[src/rtl/vps_pkg.sv]
// Constants and types for the supply-line protection switch sequencer
package vps_pkg;

  localparam int CLK_FREQ_HZ = 200_000_000;
  localparam int STARTUP_DELAY_MS = 15;
  localparam int RECOVERY_DELAY_MS = 20;
  localparam int SOFT_START_MS = 25;
  localparam int OV_RESPONSE_NS = 100;
  localparam int CLK_PERIOD_NS = 1_000_000_000 / CLK_FREQ_HZ;
  localparam int STARTUP_CYCLES = STARTUP_DELAY_MS * (CLK_FREQ_HZ / 1000);
  localparam int RECOVERY_CYCLES = RECOVERY_DELAY_MS * (CLK_FREQ_HZ / 1000);
  localparam int SOFT_START_CYCLES = SOFT_START_MS * (CLK_FREQ_HZ / 1000);
  localparam int OV_RESPONSE_CYCLES = OV_RESPONSE_NS / CLK_PERIOD_NS;
  localparam int TIMER_WIDTH = 32;
  localparam logic [1:0] RESET_SYNC_INIT = 2'h0;

  typedef enum logic [2:0] {
    VPS_UNPOWERED,
    VPS_IDLE,
    VPS_STARTUP,
    VPS_RECOVERY,
    VPS_SOFT_START,
    VPS_ON,
    VPS_FAULT
  } vps_state_type;

endpackage

[src/rtl/vps_sequencer.sv]
// Supply-line protection switch sequencer top level
`timescale 1ns/1ps
`default_nettype none
module vps_sequencer
  import vps_pkg::*;
#(
  parameter int STARTUP_CYCLES_P = STARTUP_CYCLES,
  parameter int RECOVERY_CYCLES_P = RECOVERY_CYCLES,
  parameter int SOFT_START_CYCLES_P = SOFT_START_CYCLES
) (
  input wire logic clk_in,
  input wire logic arst_n_in,
  input wire logic switch_req_n_in,
  input wire logic supply_too_low_level_in,
  input wire logic overvoltage_in,
  input wire logic thermal_trip_in,
  output logic pass_switch_on_out,
  output logic charge_pump_en_out,
  output logic soft_start_active_out,
  output logic status_out,
  output logic status_oe_out,
  output logic fault_out
);

  // ----------------------------------------------------------------
  // Reset
  // ----------------------------------------------------------------
  logic rst_n;

  vps_reset_sync u_reset_sync (
    .clk_in(clk_in),
    .arst_n_in(arst_n_in),
    .rst_n_out(rst_n)
  );

  // ----------------------------------------------------------------
  // State
  // ----------------------------------------------------------------
  vps_state_type state_q;
  vps_state_type state_d;
  logic switch_q;
  logic switch_d;
  logic pump_q;
  logic pump_d;
  logic ramp_q;
  logic ramp_d;
  logic status_low_q;
  logic status_low_d;
  logic fault_q;
  logic fault_d;
  logic ov_seen_q;
  logic ov_seen_d;

  logic delay_load;
  logic [TIMER_WIDTH-1:0] delay_count;
  logic delay_done;
  logic ramp_load;
  logic ramp_done;

  logic request_on;
  logic any_fault;

  assign request_on = !switch_req_n_in;
  assign any_fault = overvoltage_in || thermal_trip_in;

  // ----------------------------------------------------------------
  // Timers
  // ----------------------------------------------------------------
  vps_timer u_delay_timer (
    .clk_in(clk_in),
    .rst_n_in(rst_n),
    .load_in(delay_load),
    .count_in(delay_count),
    .done_out(delay_done)
  );

  vps_timer u_ramp_timer (
    .clk_in(clk_in),
    .rst_n_in(rst_n),
    .load_in(ramp_load),
    .count_in(TIMER_WIDTH'(SOFT_START_CYCLES_P)),
    .done_out(ramp_done)
  );

  // ----------------------------------------------------------------
  // Sequencer next state
  // ----------------------------------------------------------------
  always_comb begin
    state_d = state_q;
    ov_seen_d = ov_seen_q;
    delay_load = 1'b0;
    delay_count = TIMER_WIDTH'(STARTUP_CYCLES_P);
    ramp_load = 1'b0;
    if (overvoltage_in) begin
      ov_seen_d = 1'b1;
    end
    if (supply_too_low_level_in) begin
      state_d = VPS_UNPOWERED;
      ov_seen_d = 1'b0;
    end else if (any_fault) begin
      state_d = VPS_FAULT;
    end else if (!request_on) begin
      state_d = VPS_IDLE;
      ov_seen_d = 1'b0;
    end else begin
      case (state_q)
        VPS_UNPOWERED, VPS_IDLE: begin
          state_d = VPS_STARTUP;
          delay_load = 1'b1;
        end
        VPS_FAULT: begin
          // Comparator has cleared below threshold minus hysteresis
          if (ov_seen_q) begin
            state_d = VPS_RECOVERY;
            delay_count = TIMER_WIDTH'(RECOVERY_CYCLES_P);
          end else begin
            state_d = VPS_STARTUP;
          end
          delay_load = 1'b1;
          ov_seen_d = 1'b0;
        end
        VPS_STARTUP, VPS_RECOVERY: begin
          if (delay_done) begin
            state_d = VPS_SOFT_START;
            ramp_load = 1'b1;
          end
        end
        VPS_SOFT_START: begin
          if (ramp_done) begin
            state_d = VPS_ON;
          end
        end
        VPS_ON: begin
          state_d = VPS_ON;
        end
        default: begin
          state_d = VPS_UNPOWERED;
        end
      endcase
    end
  end

  // ----------------------------------------------------------------
  // Output next values
  // ----------------------------------------------------------------
  always_comb begin
    pump_d = (state_d == VPS_SOFT_START) || (state_d == VPS_ON);
    ramp_d = (state_d == VPS_SOFT_START);
    switch_d = (state_d == VPS_ON) || (state_d == VPS_SOFT_START);
    status_low_d = (state_d == VPS_ON);
    fault_d = (state_d == VPS_FAULT);
  end

  always_ff @(posedge clk_in or negedge rst_n) begin
    if (!rst_n) begin
      state_q <= VPS_UNPOWERED;
      ov_seen_q <= 1'b0;
    end else begin
      state_q <= state_d;
      ov_seen_q <= ov_seen_d;
    end
  end

  always_ff @(posedge clk_in or negedge rst_n) begin
    if (!rst_n) begin
      pump_q <= 1'b0;
      ramp_q <= 1'b0;
      switch_q <= 1'b0;
      status_low_q <= 1'b0;
      fault_q <= 1'b0;
    end else begin
      pump_q <= pump_d;
      ramp_q <= ramp_d;
      switch_q <= switch_d;
      status_low_q <= status_low_d;
      fault_q <= fault_d;
    end
  end

  // ----------------------------------------------------------------
  // Outputs
  // ----------------------------------------------------------------
  // Overvoltage gates switch and pump directly, no clock latency
  assign pass_switch_on_out = switch_q && !overvoltage_in;
  assign charge_pump_en_out = pump_q && !overvoltage_in;
  assign soft_start_active_out = ramp_q && !overvoltage_in;
  // Open-drain: drive low only, release otherwise
  assign status_out = 1'b0;
  assign status_oe_out = status_low_q && !overvoltage_in;
  assign fault_out = fault_q;

endmodule
`default_nettype wire

[src/rtl/vps_reset_sync.sv]
// Two-stage release synchroniser for the asynchronous reset
`timescale 1ns/1ps
`default_nettype none
module vps_reset_sync
  import vps_pkg::*;
(
  input wire logic clk_in,
  input wire logic arst_n_in,
  output logic rst_n_out
);

  logic [1:0] sync_q;
  logic [1:0] sync_d;

  always_comb begin
    sync_d = {sync_q[0], 1'b1};
  end

  always_ff @(posedge clk_in or negedge arst_n_in) begin
    if (!arst_n_in) begin
      sync_q <= RESET_SYNC_INIT;
    end else begin
      sync_q <= sync_d;
    end
  end

  assign rst_n_out = sync_q[1];

endmodule
`default_nettype wire

[src/rtl/vps_timer.sv]
// Down-counting interval timer with load and done flag
`timescale 1ns/1ps
`default_nettype none
module vps_timer
  import vps_pkg::*;
(
  input wire logic clk_in,
  input wire logic rst_n_in,
  input wire logic load_in,
  input wire logic [TIMER_WIDTH-1:0] count_in,
  output logic done_out
);

  logic [TIMER_WIDTH-1:0] count_q;
  logic [TIMER_WIDTH-1:0] count_d;

  always_comb begin
    count_d = count_q;
    if (load_in) begin
      count_d = count_in;
    end else if (count_q != '0) begin
      count_d = count_q - 1'b1;
    end
  end

  always_ff @(posedge clk_in or negedge rst_n_in) begin
    if (!rst_n_in) begin
      count_q <= '0;
    end else begin
      count_q <= count_d;
    end
  end

  // Last cycle of the loaded interval
  assign done_out = !load_in && (count_q == {{(TIMER_WIDTH-1){1'b0}}, 1'b1});

endmodule
`default_nettype wire

[config.mk]
export PLATFORM = sky130hd
export DESIGN_NAME = vps_sequencer
export DESIGN_NICKNAME = d
export VERILOG_FILES = /design/src/rtl/vps_pkg.sv /design/src/rtl/vps_sequencer.sv /design/src/rtl/vps_reset_sync.sv /design/src/rtl/vps_timer.sv
export SDC_FILE = /design/constraint.sdc
export NUM_CORES = 1
export LEC_CHECK = 0
export BUFFER_PORTS_ARGS = -buffer_cell sky130_fd_sc_hd__buf_2
export CAP_MARGIN = 20
export CELL_PAD_IN_SITES_DETAIL_PLACEMENT = 1
export CELL_PAD_IN_SITES_GLOBAL_PLACEMENT = 1
export CORE_MARGIN = 1
export CORE_UTILIZATION = 35
export DETAILED_ROUTE_END_ITERATION = 8
export PLACE_DENSITY_LB_ADDON = 0.1
export SYNTH_ARGS = -nofsm -noshare
export SYNTH_HDL_FRONTEND = slang
export SYNTH_SLANG_ARGS = --single-unit
export TNS_END_PERCENT = 10
[constraint.sdc]
create_clock -name clk_in -period 4.1 [get_ports clk_in]
set_input_delay 0.205 -clock clk_in [delete_from_list [all_inputs] [get_ports clk_in]]
set_output_delay 0.205 -clock clk_in [all_outputs]
set_load 0.1 [all_outputs]
==> results_dict.tcl <==
set metrics [dict create \
    core.rowCount 39 \
    clk_pin_slew_ns 0.06 \
    numCtsBuffers 9 \
    yosys.cell_types.count 58 \
    grt_pass1_wl_microns 18200 \
    setup_viol 0 \
    worst_slack_ns 0.905 \
    wire_per_inst_microns 18.8 \
    detailedPlace.worstSlack_ns 0.990 \
    start_util_pct 35.9 \
    synth_area_sq_um 4080 \
    ys_seq_area_share_pct 45.4 \
    post_cts_buffers 0 \
    leakagePower_nw 1.72 \
    ir_worst_vdd_uv 193 \
    synth_edf_count 0 \
    post-route-period-util_pct 77.9 \
    synth.top_cell.area_share_pct 45.4 \
    synth_seq_cells 74 \
    gp_congestion 0.757 \
    syn_inst 432 \
    dr.pass1.iters 4 \
    finalWirelength_microns 11100 \
    outcome "completed" \
    synth-main-ff-cell "dfrtp_1" \
    critPathKind "flip-flop to flip-flop" \
    power-per-cell-area_nw_per_um2 490 \
    vias 3466 \
    fin_tns_setup_ns 0 \
    hold_depth 2 \
    rsz0062_at_grt "false" \
    synthArstFlopShare_pct 100 \
    die_area_sq_um 12100 \
    die_y_microns 110 \
    final_nets 455 \
    dp_hpwl_microns 7560 \
    cts_root_buf "clkbuf_16" \
    skew_ns 0.00538 \
    die_x_microns 110 \
    crit_arrival_ns 3.46 \
    clock_latency_ns 0.34 \
    syn_nets 443 \
    worstMarginPinSlew_ns 0.991 \
    h-tree-depth 3 \
    yosysTopAreaCell "dfrtp_1" \
    core_area_sq_um 11400 \
    timing.final.hold_violations 0 \
    final_layout_size_suffix_gt1_share_pct 11.1 \
    final_cell_count_no_fill 592 \
    track_usage_pct 20.0 \
    cts_tree "built" \
    grt_pass1_vias 3504 \
    synth.area.top_cells "dfrtp_1 45%, nor2_1 4.4%, o31ai_1 3.1%" \
    antenna_found_initial 0 \
    yosys_warnings 0 \
    final_common_cell "dfrtp_1" \
    io_buffers 10 \
    clkSinkCount 74 \
    antenna_left 0 \
    overflow 0 \
    max_freq_mhz 313 \
    cts_max_path_buffers 2 \
    io_pins 12 \
    maxSlewViolCount 0 \
    dpl.cell_count 574 \
    fin_crit_ns 3.20 \
    layout_common_cells "73 x dfrtp_1, 48 x nor2_1, 21 x a21oi_1, 19 x nor4_1, 19 x nand2_1" \
    reg2reg_depth 7 \
    worstSetupEndpointType "flip-flop" \
    start_kind "flip-flop" \
    hold_class "input pin to flip-flop" \
    syn_avg_cell_area_sq_um 9.44 \
    area_growth_pct 15.0 \
    max_cap_viol_count 0 \
    antennaDiodeCount 0 \
    drc 0 \
    via_per_inst 5.85 \
    slew-limit-headroom_pct 33.0 \
    drt_iter0_markers 105 \
    required_ns 4.36 \
    crit_fanout 6 \
    grt_max_degree 73 \
]
state kept, by name, indices dropped and copies added (netlist names):
| register | flops |
|---|---|
| fault_out | 1 |
| ov_seen_q | 1 |
| pump_q | 1 |
| ramp_q | 1 |
| state_q | 3 |
| status_low_q | 1 |
| u_delay_timer.count_q | 32 |
| u_ramp_timer.count_q | 32 |
| u_reset_sync.sync_q | 2 |
timing repair:
action                                  in CTS  in global routing
endpoints found under the setup margin       0                  0
gates resized for setup                      0                  0
endpoints found under the hold margin        2                  0
hold buffers                                 1                  0
cells by family (layout without fill, tap and decap cells):
family	Yosys count	after routing	share of synthesized area [%]
simple gates	194	194	27.0
compound gates	101	101	16.8
flops	74	74	45.4
buf+inv	28	45	2.88
xor+xnor	24	24	5.15
fa+ha+maj	5	5	1.53
mux	4	4	1.04
other cells	2	2	0.184
per-layer routing:
layer	vias up	GRT usage, %	share of wire (%)
met3	17	3.35	3.3
li1	1660	-	-
met1	1732	28.3	50
met4	0	8.38	1.9
met2	57	30.2	45
met5	-	0	0
cell usage after synthesis (5+ instances only):
cell / n
nand4_1: 13
o21ai_0: 18
or3_1: 9
nor2_1: 48
nor3_1: 18
xor2_1: 12
inv_1: 12
nand2_1: 19
ha_1: 5
nand3_1: 12
or4_1: 12
a21oi_1: 21
and4_1: 7
a211oi_1: 5
nor2b_1: 9
dfrtp_1: 74
o31ai_1: 17
clkbuf_1: 10
a31oi_1: 8
xnor2_1: 12
nor4_1: 19
or2_2: 5
critical path, stage by stage (launching register included):
cell and delay (ns):
dfrtp_1 0.43, inv_1 0.10, ha_1 0.23, nor4b_1 0.82, nand3_1 0.39, o31ai_1 0.77, o21ai_0 0.21, a21oi_1 0.17
stage by stage:
stage / hold WS, ns / utilization, % / instance area (sq um) / total power, W
5_1_grt: 0.0837 / 41.3 / 4690 / 0.00243
6_report: 0.0911 / 41.3 / 4690 / 0.00230
3_5_place_dp: -0.00837 / 37.7 / 4290 / 0.00132
2_1_floorplan: -0.0906 / - / 4080 / 0.00121
4_1_cts: 0.0790 / 41.0 / 4660 / 0.00232
3_3_place_gp: -0.0102 / 37.7 / 4290 / 0.00130
power by group:
group / internal [W] / leakage (nW) / switching (W)
Combinational: 0.000144 / 0.709 / 0.000189
Sequential: 0.000837 / 0.835 / 0.000142
Clock: 0.000672 / 0.180 / 0.000317
Total: 0.00165 / 1.72 / 0.000647
final timing paths:
kind | slack (ns) | endpoint | startpoint
setup / recovery | 0.90 | u_ramp_timer.count_q[15] | u_ramp_timer.count_q[0]
hold / removal | 0.09 | state_q[0] | thermal_trip_in
setup reg to reg | 0.90 | u_ramp_timer.count_q[15] | u_ramp_timer.count_q[0]
hold reg to reg | 0.25 | u_ramp_timer.count_q[12] | u_reset_sync.sync_q[1]
max in group asynchronous | 3.28 | u_delay_timer.count_q[16] | u_reset_sync.sync_q[1]
min in group asynchronous | 0.17 | u_reset_sync.sync_q[1] | arst_n_in
area by class of cell:
| class | instances | area [sq um] |
|---|---|---|
| clock buffers | 11 | 243 |
| clock inverters | 5 | 125 |
| fillers | 1286 | 6680 |
| inverters | 12 | 45.0 |
| multi-input cells | 330 | 2120 |
| flip-flops and latches | 74 | 1860 |
| well taps | 143 | 179 |
| repair buffers | 17 | 125 |
(Power assumes the default switching activity.)
